==> src/rtl/aphi_pkg.sv <==
// shared constants and types for the converter parallel host port
// assumes a single 250 MHz clock and asynchronous host pins
package aphi_pkg;
   localparam int DATA_W = 12;
   localparam int BYTE_W = 8;
   localparam int CHAN_W = 3;
   localparam int MASK_W = 8;
   localparam int FIFO_DEPTH = 16;
   // data line that doubles as upper_half_select in byte mode
   localparam int SHARED_BIT = 8;
   // control word fields (power selects and mask-load arm)
   localparam int PM_LO_BIT = 4;
   localparam int PM_HI_BIT = 5;
   localparam int MASK_ARM_BIT = 3;
   localparam logic [DATA_W-1:0] CTRL_RESET = 12'h000;
   localparam logic [MASK_W-1:0] MASK_RESET = 8'h00;
   localparam logic [3:0] UPPER_PAD = 4'h0;
   localparam logic TAG_ZERO = 1'b0;
   localparam logic [DATA_W-1:0] OE_WORD = 12'hfff;
   localparam logic [DATA_W-1:0] OE_BYTE = 12'h0ff;
   localparam logic [DATA_W-1:0] OE_NONE = 12'h000;
   localparam logic [DATA_W-1:0] DATA_RESET = 12'h000;
   // conversion clock edge counts
   localparam logic [3:0] CNT_ZERO = 4'h0;
   localparam logic [3:0] CNT_ONE = 4'h1;
   localparam logic [3:0] CONV_FALL_EDGES = 4'he;
   localparam logic [3:0] TRACK_RISE_EDGES = 4'hd;
   // power selects {power_sel_hi, power_sel_lo}
   localparam logic [1:0] PM_NORMAL = 2'h0;
   localparam logic [1:0] PM_AUTO_OFF = 2'h1;
   localparam logic [1:0] PM_AUTO_STBY = 2'h2;
   localparam logic [1:0] PM_FULL_OFF = 2'h3;

   typedef struct packed {
      logic start_n;
      logic conv_clk;
      logic cs_n;
      logic rd_n;
      logic wr_n;
      logic word_mode;
      logic upper_half;
   } aphi_pins_t;

   localparam aphi_pins_t PINS_IDLE = '{start_n: 1'b1, conv_clk: 1'b0, cs_n: 1'b1,
      rd_n: 1'b1, wr_n: 1'b1, word_mode: 1'b1, upper_half: 1'b0};

   typedef struct packed {
      logic [CHAN_W-1:0] chan;
      logic [DATA_W-1:0] code;
   } aphi_result_t;

   localparam int RESULT_W = $bits(aphi_result_t);
   localparam aphi_result_t RESULT_RESET = '{chan: 3'h0, code: 12'h000};

   typedef enum logic [2:0] {
      CV_IDLE = 3'b001,
      CV_CONV = 3'b010,
      CV_LOAD = 3'b100
   } aphi_conv_t;

   typedef enum logic [2:0] {
      PW_ON = 3'b001,
      PW_STBY = 3'b010,
      PW_OFF = 3'b100
   } aphi_pwr_t;
endpackage

==> src/rtl/aphi_parallel_port.sv <==
// parallel host port of an eight-channel 12-bit sampling converter
// assumes host pins are asynchronous to clk_in and the converter core
// presents code and channel on clk_in when the conversion ends
`timescale 1ns/10ps
`default_nettype none

// Functional notes
// - twelve data lines; width select picks word/byte
// - start falling edge begins conversion, raises busy
// - start rising before 14th clock fall aborts
// - busy falls when conversion completes; the code holds it high while the result FIFO is full
// - after reset hold; first start rise tracks
// - hold on start fall, track on 13th rise
// - auto power-down modes wake on start rise
// - word read gives full result, bit 8 data
// - byte mode low read gives eight LSBs
// - high read: MSBs, channel tag, zero bit
// - bus driven only while select and read low
// - result on bus before busy falls
// - word write loads whole control word
// - mask register takes one write, any mode
// - write data taken at write strobe release
// - reset selects normal power mode
// - normal mode stays powered always; a write to it as an auto-mode conversion ends keeps PW_OFF/PW_STBY
// - auto shutdown after each conversion
// - auto standby after each conversion
// - full shutdown on write until selects change
module aphi_parallel_port
   import aphi_pkg::*;
(
   // clock and reset
   input wire logic clk_in,
   input wire logic reset_in,
   // host strobes, asynchronous pins
   input wire logic conversion_start_n_in,
   input wire logic conversion_clock_in,
   input wire logic chip_select_n_in,
   input wire logic read_n_in,
   input wire logic write_n_in,
   input wire logic word_mode_in,
   // data lines; line 8 is shared_bit8_line
   input wire logic [DATA_W-1:0] data_in,
   output logic [DATA_W-1:0] data_out,
   output logic [DATA_W-1:0] data_oe_out,
   // converter core
   input wire logic [DATA_W-1:0] conv_code_in,
   input wire logic [CHAN_W-1:0] conv_channel_in,
   output logic busy_out,
   output logic sampler_track_out,
   // power and configuration
   output logic [1:0] power_mode_out,
   output logic standby_out,
   output logic powered_down_out,
   output logic [DATA_W-1:0] control_word_out,
   output logic [MASK_W-1:0] channel_mask_out,
   // result stream
   output aphi_result_t stream_data_out,
   output logic stream_valid_out,
   input wire logic stream_ready_in
);
   function automatic logic [DATA_W-1:0] read_format(input aphi_result_t r,
                                                     input logic word,
                                                     input logic hi);
      if (word)
      begin
         read_format = r.code;
      end
      else if (hi)
      begin
         read_format = {UPPER_PAD, TAG_ZERO, r.chan, r.code[DATA_W-1:BYTE_W]};
      end
      else
      begin
         read_format = {UPPER_PAD, r.code[BYTE_W-1:0]};
      end
   endfunction

   // pin synchronisers
   aphi_pins_t pin_raw, pin_s1_reg, pin_s2_reg, pin_s3_reg;
   aphi_pins_t pin_reg, pin_prev_reg, pin_next;
   logic [DATA_W-1:0] data_s1_reg, data_s2_reg, data_s3_reg;
   logic [DATA_W-1:0] data_hold_reg, data_hold_next;

   // state
   aphi_conv_t conv_reg, conv_next;
   aphi_pwr_t pwr_reg, pwr_next;
   logic [3:0] fall_cnt_reg, fall_cnt_next, rise_cnt_reg, rise_cnt_next;
   logic busy_reg, busy_next, track_reg, track_next;
   logic [DATA_W-1:0] ctrl_reg, ctrl_next;
   logic [BYTE_W-1:0] low_byte_reg, low_byte_next;
   logic [MASK_W-1:0] mask_reg, mask_next;
   logic mask_arm_reg, mask_arm_next;
   aphi_result_t result_reg, result_next, pending_reg, pending_next;
   logic [DATA_W-1:0] data_out_reg, data_out_next, data_oe_reg, data_oe_next;
   aphi_result_t stream_data_reg, stream_data_next;
   logic stream_valid_reg, stream_valid_next;

   // decoded events
   wire logic start_fall, start_rise, clk_fall, clk_rise;
   wire logic read_act, write_act, write_done, word_mode, wr_is_hi;
   wire logic mask_write, ctrl_write, low_write, completing, finish;
   wire logic [DATA_W-1:0] new_ctrl;
   wire logic [1:0] new_pm, pm;
   wire aphi_result_t conv_word, shown_word, fifo_out_data;
   wire logic fifo_in_ready, fifo_out_valid, fifo_out_ready;

   assign pin_raw = {conversion_start_n_in, conversion_clock_in, chip_select_n_in,
                     read_n_in, write_n_in, word_mode_in, data_in[SHARED_BIT]};
   // a bit moves only once stages two and three agree
   assign pin_next = (pin_s2_reg & pin_s3_reg) | (pin_reg & (pin_s2_reg | pin_s3_reg));
   assign data_hold_next = (write_act && data_s2_reg == data_s3_reg) ? data_s3_reg
                                                                     : data_hold_reg;

   assign start_fall = pin_prev_reg.start_n & ~pin_reg.start_n;
   assign start_rise = ~pin_prev_reg.start_n & pin_reg.start_n;
   assign clk_fall = pin_prev_reg.conv_clk & ~pin_reg.conv_clk;
   assign clk_rise = ~pin_prev_reg.conv_clk & pin_reg.conv_clk;
   assign word_mode = pin_reg.word_mode;
   assign read_act = ~pin_reg.cs_n & ~pin_reg.rd_n;
   assign write_act = ~pin_reg.cs_n & ~pin_reg.wr_n;
   assign write_done = ~pin_prev_reg.cs_n & ~pin_prev_reg.wr_n & ~write_act;

   // write steering; high-byte upper nibble is dropped, host keeps it zero
   assign wr_is_hi = ~word_mode & data_hold_reg[SHARED_BIT];
   assign mask_write = write_done & mask_arm_reg;
   assign ctrl_write = write_done & ~mask_arm_reg & (word_mode | wr_is_hi);
   assign low_write = write_done & ~mask_arm_reg & ~word_mode & ~wr_is_hi;
   assign new_ctrl = word_mode ? data_hold_reg
                               : {data_hold_reg[3:0], low_byte_reg};
   assign new_pm = {new_ctrl[PM_HI_BIT], new_ctrl[PM_LO_BIT]};
   assign pm = {ctrl_reg[PM_HI_BIT], ctrl_reg[PM_LO_BIT]};

   // conversion end and the word shown on the bus
   assign completing = (conv_reg == CV_CONV) & clk_fall &
                       (fall_cnt_reg == CONV_FALL_EDGES - CNT_ONE);
   assign finish = (conv_reg == CV_LOAD) & fifo_in_ready;
   assign conv_word = {conv_channel_in, conv_code_in};
   // new result reaches the bus at least one cycle ahead of busy falling, more while the result FIFO is full
   assign shown_word = completing ? conv_word :
                       (conv_reg == CV_LOAD) ? pending_reg : result_reg;
   assign data_out_next = read_format(shown_word, word_mode, pin_reg.upper_half);
   assign data_oe_next = read_act ? (word_mode ? OE_WORD : OE_BYTE) : OE_NONE;
   assign pending_next = completing ? conv_word : pending_reg;
   assign result_next = finish ? pending_reg : result_reg;

   assign ctrl_next = ctrl_write ? new_ctrl : ctrl_reg;
   assign low_byte_next = low_write ? data_hold_reg[BYTE_W-1:0] : low_byte_reg;
   assign mask_next = mask_write ? data_hold_reg[MASK_W-1:0] : mask_reg;
   assign mask_arm_next = ctrl_write ? new_ctrl[MASK_ARM_BIT] :
                          mask_write ? 1'b0 : mask_arm_reg;

   // output stage keeps the stream port straight from flops
   assign fifo_out_ready = ~stream_valid_reg | stream_ready_in;
   assign stream_valid_next = fifo_out_valid | (stream_valid_reg & ~stream_ready_in);
   assign stream_data_next = (fifo_out_valid & fifo_out_ready) ? fifo_out_data
                                                               : stream_data_reg;

   always_comb
   begin
      conv_next = conv_reg;
      pwr_next = pwr_reg;
      fall_cnt_next = fall_cnt_reg;
      rise_cnt_next = rise_cnt_reg;
      busy_next = busy_reg;
      track_next = track_reg;
      unique case (conv_reg)
         CV_IDLE:
         begin
            if (start_fall && pm != PM_FULL_OFF)
            begin
               conv_next = CV_CONV;
               busy_next = 1'b1;
               track_next = 1'b0;
               fall_cnt_next = CNT_ZERO;
               rise_cnt_next = CNT_ZERO;
            end
            else if (start_rise && pm != PM_FULL_OFF)
            begin
               track_next = 1'b1;
               pwr_next = PW_ON;
            end
         end
         CV_CONV:
         begin
            if (start_rise)
            begin
               conv_next = CV_IDLE;
               busy_next = 1'b0;
               track_next = 1'b1;
            end
            else
            begin
               if (clk_fall)
               begin
                  fall_cnt_next = fall_cnt_reg + CNT_ONE;
               end
               if (clk_rise)
               begin
                  rise_cnt_next = rise_cnt_reg + CNT_ONE;
                  if (rise_cnt_reg == TRACK_RISE_EDGES - CNT_ONE)
                  begin
                     track_next = 1'b1;
                  end
               end
               if (completing)
               begin
                  conv_next = CV_LOAD;
               end
            end
         end
         CV_LOAD:
         begin
            // a full result FIFO holds busy high until room appears
            if (finish)
            begin
               conv_next = CV_IDLE;
               busy_next = 1'b0;
               if (pm == PM_AUTO_OFF)
               begin
                  pwr_next = PW_OFF;
                  track_next = 1'b0;
               end
               else if (pm == PM_AUTO_STBY)
               begin
                  pwr_next = PW_STBY;
                  track_next = 1'b0;
               end
            end
         end
      endcase
      // normal mode never leaves PW_ON on its own
      if (ctrl_write && new_pm == PM_FULL_OFF)
      begin
         pwr_next = PW_OFF;
         track_next = 1'b0;
      end
      else if (ctrl_write && pwr_reg != PW_ON && (pm == PM_FULL_OFF || new_pm == PM_NORMAL))
      begin
         pwr_next = PW_ON;
         track_next = 1'b1;
      end
   end

   always_ff @(posedge clk_in)
   begin
      pin_s1_reg <= pin_raw;
      pin_s2_reg <= pin_s1_reg;
      pin_s3_reg <= pin_s2_reg;
      data_s1_reg <= data_in;
      data_s2_reg <= data_s1_reg;
      data_s3_reg <= data_s2_reg;
   end

   always_ff @(posedge clk_in)
   begin
      if (reset_in)
      begin
         pin_reg <= PINS_IDLE;
         pin_prev_reg <= PINS_IDLE;
         data_hold_reg <= DATA_RESET;
         conv_reg <= CV_IDLE;
         pwr_reg <= PW_ON;
         fall_cnt_reg <= CNT_ZERO;
         rise_cnt_reg <= CNT_ZERO;
         busy_reg <= 1'b0;
         track_reg <= 1'b0;
         ctrl_reg <= CTRL_RESET;
         low_byte_reg <= MASK_RESET;
         mask_reg <= MASK_RESET;
         mask_arm_reg <= 1'b0;
         result_reg <= RESULT_RESET;
         pending_reg <= RESULT_RESET;
         data_out_reg <= DATA_RESET;
         data_oe_reg <= OE_NONE;
         stream_data_reg <= RESULT_RESET;
         stream_valid_reg <= 1'b0;
      end
      else
      begin
         pin_reg <= pin_next;
         pin_prev_reg <= pin_reg;
         data_hold_reg <= data_hold_next;
         conv_reg <= conv_next;
         pwr_reg <= pwr_next;
         fall_cnt_reg <= fall_cnt_next;
         rise_cnt_reg <= rise_cnt_next;
         busy_reg <= busy_next;
         track_reg <= track_next;
         ctrl_reg <= ctrl_next;
         low_byte_reg <= low_byte_next;
         mask_reg <= mask_next;
         mask_arm_reg <= mask_arm_next;
         result_reg <= result_next;
         pending_reg <= pending_next;
         data_out_reg <= data_out_next;
         data_oe_reg <= data_oe_next;
         stream_data_reg <= stream_data_next;
         stream_valid_reg <= stream_valid_next;
      end
   end

   aphi_result_fifo #(
      .WIDTH(RESULT_W),
      .DEPTH(FIFO_DEPTH)
   ) result_fifo (
      .clk_in(clk_in),
      .reset_in(reset_in),
      .in_valid_in(conv_reg == CV_LOAD),
      .in_ready_out(fifo_in_ready),
      .in_data_in(pending_reg),
      .out_valid_out(fifo_out_valid),
      .out_ready_in(fifo_out_ready),
      .out_data_out(fifo_out_data)
   );

   assign data_out = data_out_reg;
   assign data_oe_out = data_oe_reg;
   assign busy_out = busy_reg;
   assign sampler_track_out = track_reg;
   assign power_mode_out = pm;
   assign standby_out = (pwr_reg == PW_STBY);
   assign powered_down_out = (pwr_reg == PW_OFF);
   assign control_word_out = ctrl_reg;
   assign channel_mask_out = mask_reg;
   assign stream_data_out = stream_data_reg;
   assign stream_valid_out = stream_valid_reg;
endmodule
`default_nettype wire

==> src/rtl/aphi_result_fifo.sv <==
// result FIFO with valid/ready on both sides
// assumes DEPTH is a power of two; one clock, synchronous reset
`timescale 1ns/10ps
`default_nettype none
module aphi_result_fifo #(
   parameter int WIDTH = 15,
   parameter int DEPTH = 16
)
(
   // clock and reset
   input wire logic clk_in,
   input wire logic reset_in,
   // fill side
   input wire logic in_valid_in,
   output logic in_ready_out,
   input wire logic [WIDTH-1:0] in_data_in,
   // drain side
   output logic out_valid_out,
   input wire logic out_ready_in,
   output logic [WIDTH-1:0] out_data_out
);
   localparam int AW = $clog2(DEPTH);

   logic [WIDTH-1:0] mem_reg [DEPTH];
   logic [AW:0] wr_ptr_reg, rd_ptr_reg;
   wire logic full, empty, push, pop;

   // extra pointer bit tells full from empty without a counter
   assign empty = (wr_ptr_reg == rd_ptr_reg);
   assign full = (wr_ptr_reg[AW] != rd_ptr_reg[AW]) &&
                 (wr_ptr_reg[AW-1:0] == rd_ptr_reg[AW-1:0]);
   assign push = in_valid_in & ~full;
   assign pop = out_ready_in & ~empty;
   assign in_ready_out = ~full;
   assign out_valid_out = ~empty;
   assign out_data_out = mem_reg[rd_ptr_reg[AW-1:0]];

   always_ff @(posedge clk_in)
   begin
      if (push)
      begin
         mem_reg[wr_ptr_reg[AW-1:0]] <= in_data_in;
      end
   end

   always_ff @(posedge clk_in)
   begin
      if (reset_in)
      begin
         wr_ptr_reg <= '0;
         rd_ptr_reg <= '0;
      end
      else
      begin
         wr_ptr_reg <= push ? wr_ptr_reg + 1'b1 : wr_ptr_reg;
         rd_ptr_reg <= pop ? rd_ptr_reg + 1'b1 : rd_ptr_reg;
      end
   end
endmodule
`default_nettype wire
==> config.mk <==
export PLATFORM = sky130hd
export DESIGN_NAME = aphi_parallel_port
export DESIGN_NICKNAME = d
export VERILOG_FILES = /design/src/rtl/aphi_pkg.sv /design/src/rtl/aphi_parallel_port.sv /design/src/rtl/aphi_result_fifo.sv
export SDC_FILE = /design/constraint.sdc
export NUM_CORES = 1
export LEC_CHECK = 0
export BUFFER_PORTS_ARGS = -buffer_cell sky130_fd_sc_hd__buf_2
export CORE_MARGIN = 2
export CORE_UTILIZATION = 60
export CTS_BUF_LIST = sky130_fd_sc_hd__clkbuf_16
export CTS_CLUSTER_DIAMETER = 50
export DETAILED_ROUTE_END_ITERATION = 8
export HOLD_SLACK_MARGIN = 0.06
export PLACE_DENSITY = 0.9
export SLEW_MARGIN = 25
export SYNTH_ARGS = -nofsm -noshare
export SYNTH_HDL_FRONTEND = slang
export SYNTH_SLANG_ARGS = --single-unit
==> constraint.sdc <==
create_clock -name clk_in -period 3.2 [get_ports clk_in]
set_input_delay 0.96 -clock clk_in [delete_from_list [all_inputs] [get_ports clk_in]]
set_output_delay 0.96 -clock clk_in [all_outputs]
set_load 0.01 [all_outputs]
After elaboration in Yosys (flattened, before gate mapping) --
Memory sizes are Yosys's and may differ from the RTL's. A register that Yosys moved wholly into a read port is not among the register bits. Cells that the tools add are included.
Cells by class: $add $sub $neg 4, equal/unequal tests 36, mux-type cells 44, bitwise gates (word level) 44, reductions and logical operators 23
Operators with widths (count):
- $mux 12 | 3
- $mux 3 | 11
- $mux 15 | 2
- $mux 4 | 5
- $ne 4x4->1 const B | 5
- $and 1x1->1 | 19
- $ne 2x2->1 const B | 9
- $not 1->1 | 18
- $mux 1 | 16
- $pmux 4 s2 | 2
- $reduce_and 5->1 | 3
- $and 7x7->7 | 2
- $or 7x7->7 | 2
- $eq 12x12->1 | 1
- $add 5x1->5 const B | 2
- $ne 3x3->1 const B | 3
- $pmux 3 s3 | 1
- $add 4x1->4 const B | 2
- $eq 4x4->1 const B | 2
- $mux 8 | 1
- $reduce_and 4->1 | 2
- $logic_and 1x1->1 | 7
- $eq 2x2->1 const B | 3
- $eq 3x2->1 const B | 2
- 20 further kinds | 28
Word-level totals: flip-flop bits (word level) 190, memory bits (writable) 240, bits of input ports 36, output and inout port bits 66, logic and storage cells 208, memories 1
Memory list:
- result_fifo.mem_reg | depth 16, bits a word 15, read ports 1, clocked after Yosys merged registers in 1, write ports 1, line aphi_result_fifo.sv:24 | logic [WIDTH-1:0] mem_reg [DEPTH];

Longest topological paths before layout --
Gate-level depths: netlist (run 1).
word-level depth 10, mapped depth 8

Modules after synthesis --
A second synthesis (run 1) with hierarchy kept.
Second synthesis, totals: cells, all modules 1141, area total of the unflattened synthesis 16674.7 sq um
Modules (own cells, without submodules):
- aphi_result_fifo | instances 1, cells an instance 437, area each 9970.8 sq um
- aphi_parallel_port | instances 1, cells an instance 704, area each 6703.9 sq um

Worst setup path before layout (run 1) --
No wires, ideal clock.
kind register -> register, start reg conv_reg[2], end mem result_fifo.mem_reg[3][0], enable pin, library setup time 406 ps, arrival time 2433 ps, required time 2794 ps, path slack 361 ps, cell stages (with the launch flop) 6, buffers on the path 2, clock period less this slack 2839 ps, path through dfxtp_1 > nor3b_2 > buf_4 > buf_4 > o211ai_1 > nor3_1
Between the ends: cells in the longest elaborated chain, start to end 4
Ends and longest elaborated chain:
- start, declared | line aphi_parallel_port.sv:85 | aphi_conv_t conv_reg, conv_next;
- start signal, assigned | line aphi_parallel_port.sv:283 | conv_reg <= conv_next;
- $eq 3x3->1 | line aphi_parallel_port.sv:308 | .in_valid_in(conv_reg == CV_LOAD),
- $and 1x1->1 | line aphi_result_fifo.sv:32 | assign push = in_valid_in & ~full;
- $mux 1 | line aphi_result_fifo.sv:40 | if (push)
- $mux 1 (not written as such) | line aphi_result_fifo.sv:42 | mem_reg[wr_ptr_reg[AW-1:0]] <= in_data_in;
- end, declared | line aphi_result_fifo.sv:24
Every way passes these cells.

Final worst setup path (run 1) --
start reg result_fifo.wr_ptr_reg[4], end mem result_fifo.mem_reg[11][14], enable pin
Between the ends: cells in the longest elaborated chain, start to end 6
Ends and longest elaborated chain:
- start, declared | line aphi_result_fifo.sv:25 | logic [AW:0] wr_ptr_reg, rd_ptr_reg;
- start signal, assigned | line aphi_result_fifo.sv:55 | wr_ptr_reg <= push ? wr_ptr_reg + 1'b1 : wr_ptr_reg;
- $ne 1x1->1 | line aphi_result_fifo.sv:30 | assign full = (wr_ptr_reg[AW] != rd_ptr_reg[AW]) &&
- $logic_and 1x1->1 | line aphi_result_fifo.sv:30
- $not 1->1 | line aphi_result_fifo.sv:32
- $and 1x1->1 | line aphi_result_fifo.sv:32
- $mux 1 | line aphi_result_fifo.sv:40
- $mux 1 (not written as such) | line aphi_result_fifo.sv:42
Every way passes these cells.

==> PnR_summary.wiki, run 1 <==
{| class="wikitable"
! Metric !! Value
|-
| Run status || finished clean
|-
| Post-route fraction of the period consumed by the critical path || 79.5%
|-
| Setup slack on the worst flop-to-flop path || 0.65 ns
|-
| Overflow left after global routing || 0
|-
| Buf/Inv on CP || 1
|-
| Cell-by-cell trace of the critical path || xnor2_1 > o211ai_1 > nor2b_1 > buf_4
|-
| Count of flip-flops with a built-in enable after synthesis || 240
|-
| Drt first pass iters || 5
|-
| Data arrival, critical path || 2.78 ns
|-
| GPL Wtd Cong || 0.809
|-
| Slowest-stage cell, CP || sky130_fd_sc_hd__nor2b_1
|-
| Area enclosed by the die boundary || about 28000 um2
|-
| Final HPWL DP || 21000 um
|-
| Synth cell count leaders || 240 x sky130_fd_sc_hd__edfxtp_1, 192 x sky130_fd_sc_hd__dfxtp_1, 95 x sky130_fd_sc_hd__nand2_1
|-
| Unrepaired setup endpoints after global routing || no
|-
| Beginning of the worst register-to-register path || result_fifo.wr_ptr_reg[4]$_SDFFE_PP0P_
|-
| Worst IR Drop VDD || 0.530 mV
|-
| Number of sinks driven by the clock tree || 432
|-
| Number of global-route vias before repair || 9588
|-
| Effective utilization at floorplan || 60.7%
|-
| Leak || roughly 6.6 nW
|-
| Startpoint types || flop
|-
| Share of synthesized area occupied by flip-flops and latches || between 60 and 70%
|-
| Overall die width || ~170 um
|-
| Clock tree from TritonCTS || built
|-
| Ys Warns || 0
|-
| Worst min-delay path class || reg2reg
|-
| Max Slew Vio Count || 0
|-
| Hold Buf Count CTS || 0
|-
| Largest buffer count on any clock path || 3
|-
| Cell internal power dissipation || 0.00878 W
|-
| Count of antenna-violating nets left after detailed routing || 0
|-
| Fraction of registers with async set or reset after synthesis || 0%
|-
| Area of the multi-input gates || 4770 um2
|-
| Critical path data required time || 3.44 ns
|-
| Worst Path Class, Setup || reg2reg
|-
| Starting DRC count in detailed routing || 1057
|-
| Fill cell total of the finished layout || 1631
|-
| Proportion of power drawn by the clock network || between 40 and 50%
|-
| Vert. Die Dim || 169 um
|-
| Power after layout || 0.0111 W
|-
| Hold Crit Endpoint || data_s2_reg[6]$_DFF_P_
|-
| Power share of the sequential group || 53.4%
|-
| Max-cap violations || 0
|-
| Area used by sequential logic in the layout || 11100 um2
|-
| Final critical path time including I/O delays and setup || 2.55 ns
|-
| Diodes inserted || 0
|-
| Skew final || around 0.027 ns
|-
| Post-route non-filler standard cell count || approximately 1600
|-
| Cell type group with the largest total delay on the critical path || simple AND/OR/NAND/NOR gates
|-
| Depth of the worst hold-timing path || 0
|-
| Slew headroom || 34.2%
|-
| Fin worst setup slack || 0.655 ns
|-
| Layout Cell Area excl Fill || 18400 um2
|-
| Net Count, Synth || 1119
|-
| Cell area reported after detailed placement || about 17000 um2
|-
| CTS Buf Count || 42
|-
| Total Negative Setup Slacks || 0 ns
|-
| Hold_sp || data_s1_reg[6]$_DFF_P_
|-
| Reg2Reg Depth || 4
|-
| Combinational Power Share || under 10%
|-
| Ratio of cells with drive above 1 in the final layout || a little under a quarter
|-
| Postcts setup bufs || 0
|-
| Clock Latency Late Sink || around 0.55 ns
|-
| Dominant cells by area after synthesis || sky130_fd_sc_hd__edfxtp_1 44%, sky130_fd_sc_hd__dfxtp_1 24%, sky130_fd_sc_hd__mux4_2 9.8%, sky130_fd_sc_hd__mux2i_1 2.9%, sky130_fd_sc_hd__nand2_1 2.2%
|-
| Number of synthesized register bits || about 430
|-
| Number of vias per cell || between 6 and 7
|-
| Pwr Density || 604 nW/um2
|-
| Antenna violations before repair || 0
|-
| Number of gates given a new drive strength after cts || 0
|-
| Most frequently used cell type in the post-synthesis netlist || sky130_fd_sc_hd__edfxtp_1
|-
| Longest individual stage delay on the worst path || 0.71 ns
|-
| Area share of the largest cell type after synthesis || approximately 44%
|-
| P_sw || 0.00234 W
|-
| Via count || 9631
|-
| Setup WS pre-CTS || 0.720 ns
|-
| Fmax achieved || 393 MHz
|-
| Main synth FF type || sky130_fd_sc_hd__edfxtp_1
|-
| Global-route usage over all layers || between 20% and 30%
|-
| Mean routed wirelength per cell || 23.5 um
|-
| Number of instances in the synthesized netlist || 1070
|-
| Cell count after placement || between 1000 and 1500
|-
| Port Buffer Count || 101
|-
| Switching Share || 21.1%
|-
| Number of flip-flops under the largest register name || 240
|-
| Total length of routed wires || 36500 um
|-
| Largest fanout on the critical path || 8
|-
| Number of placement rows || 60
|-
| Transition time of the tightest slew-check pin || a little under 1 ns
|-
| Total number of H-tree levels || 2
|-
| Hold Vio Cnt, Final || 0
|-
| Number of library cell types mapped by synthesis || 57
|-
| Area growth from synthesis to final layout || 13.3%
|-
| Clock transition at the registers of the reported paths || approximately 0.060 ns
|-
| Crit path capture type || flop
|-
| Synthesized area divided by synthesized cell count || 15.2 um2
|-
| Final setup violation count || 0
|-
| Largest net degree at the start of global routing || 64
|-
| Combined area of all synthesized cells || approximately 16000 um2
|-
| I/O pin cnt || a little over 100
|-
| Core box area || 26800 um2
|-
| First-pass GRT wire length || approximately 56000 um
|-
| Endpoint of the worst register-to-register path || result_fifo.mem_reg[11][14]$_DFFE_PP_
|-
| # DRC || 0
|-
| Post-layout net count || around 1200
|-
| Top cell type by total area after synthesis || sky130_fd_sc_hd__edfxtp_1
|-
| CTS Root Cell || sky130_fd_sc_hd__clkbuf_16
|}
-- metal layers --
layer	GRT usage, %	part of all wire, %	up-vias
met3	5.59	9.9	83
li1	-	-	4221
met2	42.4	49	574
met5	0	0	-
met1	34.8	38	4753
met4	10.1	3.5	0
-- per-stage QoR --
stage | util, % | hold WS [ns]
finish | 68.7 | 0.326
global route | 68.7 | 0.332
CTS | 68.7 | 0.327
detailed placement | 63.7 | 0.312
global placement | 63.7 | 0.309
floorplan | - | 0.310
-- worst register-to-register path: stages, from the launching register on --
cell and delay (ns):
sky130_fd_sc_hd__dfxtp_1 0.34, sky130_fd_sc_hd__xnor2_1 0.56, sky130_fd_sc_hd__o211ai_1 0.35, sky130_fd_sc_hd__nor2b_1 0.71, sky130_fd_sc_hd__buf_4 0.28
-- layout by cell type, fill, tap and decap left out, types with 27 or more instances in the layout --
cell                        netlist  final
sky130_fd_sc_hd__mux2i_1         47     47
sky130_fd_sc_hd__clkbuf_16        0     43
sky130_fd_sc_hd__buf_4           17     29
sky130_fd_sc_hd__a21oi_1         63     63
sky130_fd_sc_hd__nor2_1          70     70
sky130_fd_sc_hd__edfxtp_1       240    240
sky130_fd_sc_hd__buf_2           14    100
sky130_fd_sc_hd__nand2_1         95     95
sky130_fd_sc_hd__inv_1           13     27
sky130_fd_sc_hd__dfxtp_1        192    190
sky130_fd_sc_hd__mux4_2          71     71
-- logic make-up (layout without fill, tap and decap cells) --
logic type      Yosys count  after routing  synth area share [%]
flops                   432            432                  68.0
simple gates            249            249                  7.30
compound gates          136            136                  5.43
mux                     128            128                  13.8
buf+inv                  80            222                  2.75
xor+xnor                 32             32                  1.77
fa+ha+maj                13             13                  1.00
-- worst max path at each step --
stage / start / cells after the start / end / slack (ns)
global placement: result_fifo.rd_ptr_reg[0]$_SDFFE_PP0P_ / 4 / stream_data_out[0]$_SDFFE_PP0P_ / 0.84
CTS: result_fifo.rd_ptr_reg[0]$_SDFFE_PP0P_ / 5 / result_fifo.mem_reg[14][8]$_DFFE_PP_ / 0.70
global route: result_fifo.rd_ptr_reg[4]$_SDFFE_PP0P_ / 4 / result_fifo.mem_reg[11][11]$_DFFE_PP_ / 0.53
floorplan: conv_reg[2]$_SDFFE_PP0P_ / 5 / result_fifo.mem_reg[3][0]$_DFFE_PP_ / 0.36
detailed placement: result_fifo.rd_ptr_reg[4]$_SDFFE_PP0P_ / 4 / result_fifo.mem_reg[11][11]$_DFFE_PP_ / 0.72
finish: result_fifo.wr_ptr_reg[4]$_SDFFE_PP0P_ / 4 / result_fifo.mem_reg[11][14]$_DFFE_PP_ / 0.65
-- power by group through the flow --
stage,Clock [W],Sequential (W),Combinational [W]
after floorplan,0,0.00604,0.000326
after global placement,0,0.00605,0.000403
after detailed placement,0,0.00606,0.000420
after CTS,0.00480,0.00594,0.000426
after global routing,0.00499,0.00594,0.000455
final,0.00477,0.00594,0.000422
-- area by class of cell --
cell class	instances	area share [%]
flip-flops and latches	432	60.0
multi-input cells	558	25.9
clock buffers	43	5.84
repair buffers	132	4.22
well taps	341	2.32
clock inverters	34	1.44
inverters	13	0.265
No activity file was read; power rests on OpenSTA's default activity.
==> run 2: changes to the inputs <==
CORE_UTILIZATION = 54   (was 60)
PLACE_DENSITY = 0.86   (was 0.9)
clock period = 2.23 ns   (was 3.2 ns; I/O delays follow)
==> PnR_summary.wiki, run 2 (synthesis gave the netlist of run 1 again) <==
{| class="wikitable"
! Metric !! Value
|-
| Worst hold-check slack || 0.227 ns
|-
| GPL Wtd Cong || about 0.8
|-
| # DRC || 0
|-
| Top library cells by usage in the layout, fill and taps aside || 240 x sky130_fd_sc_hd__edfxtp_1, 190 x sky130_fd_sc_hd__dfxtp_1, 100 x sky130_fd_sc_hd__buf_2
|-
| Longest individual stage delay on the worst path || 0.39 ns
|-
| Via count || 9651
|-
| Max-cap violations || 0
|-
| Leak || 6.81 nW
|-
| Core box area || 29600 um2
|-
| Area growth from synthesis to final layout || 16.1%
|-
| Number of placement rows || 63
|-
| Clock transition at the registers of the reported paths || around 0.06 ns
|-
| Unrepaired setup endpoints after global routing || no
|-
| Skew final || roughly 0.044 ns
|-
| Largest net degree at the start of global routing || 69
|-
| Antenna violations before repair || 0
|-
| Final setup violation count || 0
|-
| Mean routed wirelength per cell || ~23 um
|-
| Fraction of met2 tracks used by global routing || 40.0%
|-
| Met1 capacity usage during global routing || 32.3%
|-
| Starting DRC count in detailed routing || a little over 1000
|-
| Number of sinks driven by the clock tree || 432
|-
| First-pass GRT wire length || 56500 um
|-
| Largest fanout on the critical path || 4
|-
| Total Negative Setup Slacks || 0 ns
|-
| Final HPWL DP || 21300 um
|-
| Hold Vio Cnt, Final || 0
|-
| Max Slew Vio Count || 0
|-
| Effective utilization at floorplan || 54.9%
|-
| Clock tree from TritonCTS || built
|-
| Count of antenna-violating nets left after detailed routing || 0
|-
| Data arrival, critical path || 1.53 ns
|-
| Largest buffer count on any clock path || 3
|-
| Diodes inserted || 0
|-
| CTS Root Cell || sky130_fd_sc_hd__clkbuf_16
|-
| Postcts setup bufs || 0
|-
| Power after layout || 0.0158 W
|-
| Drt first pass iters || 5
|-
| Startpoint types || flop
|-
| Clock Latency Late Sink || 0.57 ns
|-
| Slew headroom || 55.2%
|-
| Met3 capacity usage during global routing || 3.79%
|-
| Overflow left after global routing || 0
|-
| Post-route fraction of the period consumed by the critical path || 98.6%
|-
| Ratio of cells with drive above 1 in the final layout || 25.7%
|-
| Worst min-delay path class || in2reg
|-
| Area enclosed by the die boundary || between 30000 and 40000 um2
|-
| Crit path capture type || output port
|-
| Port Buffer Count || roughly 100
|-
| Number of flip-flops under the largest register name || between 200 and 250
|-
| Total number of H-tree levels || 2
|-
| Critical path data required time || 1.56 ns
|-
| Fmax achieved || 455 MHz
|-
| CTS Buf Count || 42
|-
| Number of global-route vias before repair || 9654
|-
| Pwr Density || about 840 nW/um2
|-
| Overall die width || 178 um
|-
| Worst Path Class, Setup || reg2out
|-
| Vert. Die Dim || about 180 um
|-
| Most common library cell in the layout ignoring fill and taps || sky130_fd_sc_hd__edfxtp_1
|-
| Post-layout net count || 1263
|-
| Most heavily used metal layer in global routing || met2
|-
| Transition time of the tightest slew-check pin || around 0.67 ns
|-
| Final critical path time including I/O delays and setup || ~2.2 ns
|-
| I/O pin cnt || a little over 100
|-
| Worst IR Drop VDD || ~0.73 mV
|-
| Global-route usage over all layers || a little under a quarter
|-
| Slowest-stage cell, CP || sky130_fd_sc_hd__nor3b_1
|-
| Number of gates given a new drive strength after cts || 0
|-
| Cell-by-cell trace of the critical path || nor3b_1 > buf_2
|-
| Hold Buf Count CTS || 0
|-
| Total length of routed wires || 36900 um
|-
| Run status || finished clean
|-
| Number of vias per cell || 5.90
|}
[run 2: cell count changes in the layout (fill, tap and decap cells not counted), sizes merged]
cell,delta
clkinv,+7
buf,+35
clkbuf,-1
clkinvlp,+1
inv,-5
bufinv,-2
[run 2: critical path: cells and delay by family (launching register included)]
kind / cells / cell delay [ns]
buffers and inverters: 1 / 0.21
flip-flops: 1 / 0.38
AND/OR/NAND/NOR: 1 / 0.39
[run 2: layout make-up]
cell class / instances / area (um2)
flip-flops and latches: 432 / 11100
fillers: 2037 / 10800
multi-input cells: 558 / 4770
repair buffers: 167 / 1230
clock buffers: 42 / 1050
well taps: 390 / 488
clock inverters: 35 / 239
inverters: 13 / 48.8
[run 2: stage by stage]
step | setup WS [ns] | instance area [um2] | instances | utilization (%)
2_1_floorplan | -0.255 | 16300 | 1070 | -
4_1_cts | 0.0753 | 18900 | 1637 | 63.7
5_1_grt | 0.0129 | 18900 | 1637 | 63.7
6_report | 0.0302 | 18900 | 1637 | 63.7
3_5_place_dp | 0.112 | 17600 | 1560 | 59.4
3_3_place_gp | 0.199 | 17600 | 1560 | 59.4
[run 2: worst paths after layout]
check	from	endpoint	slack, ns	cells after the start
worst min-delay path	data_in[5]	data_s1_reg[5]$_DFF_P_	0.23	1
worst max-delay path	pwr_reg[2]$_SDFFE_PP0P_	powered_down_out	0.03	2
worst min register to register	data_s1_reg[4]$_DFF_P_	data_s2_reg[4]$_DFF_P_	0.32	0
worst max register to register	result_fifo.rd_ptr_reg[0]$_SDFFE_PP0P_	pwr_reg[0]$_SDFFE_PP1P_	0.10	5
[run 2: where the power goes]
part	internal, W	total [W]	leakage (nW)	switching [W]
Clock	0.00360	0.00663	0.664	0.00304
Combinational	0.000327	0.000646	2.35	0.000318
Sequential	0.00842	0.00851	3.79	0.0000885
[run 2: routing by layer]
metal / up-vias / part of all wire [%]
li1: 4293 / -
met1: 4798 / 40
met2: 477 / 49
met3: 83 / 7.8
met4: 0 / 2.7
met5: - / 0
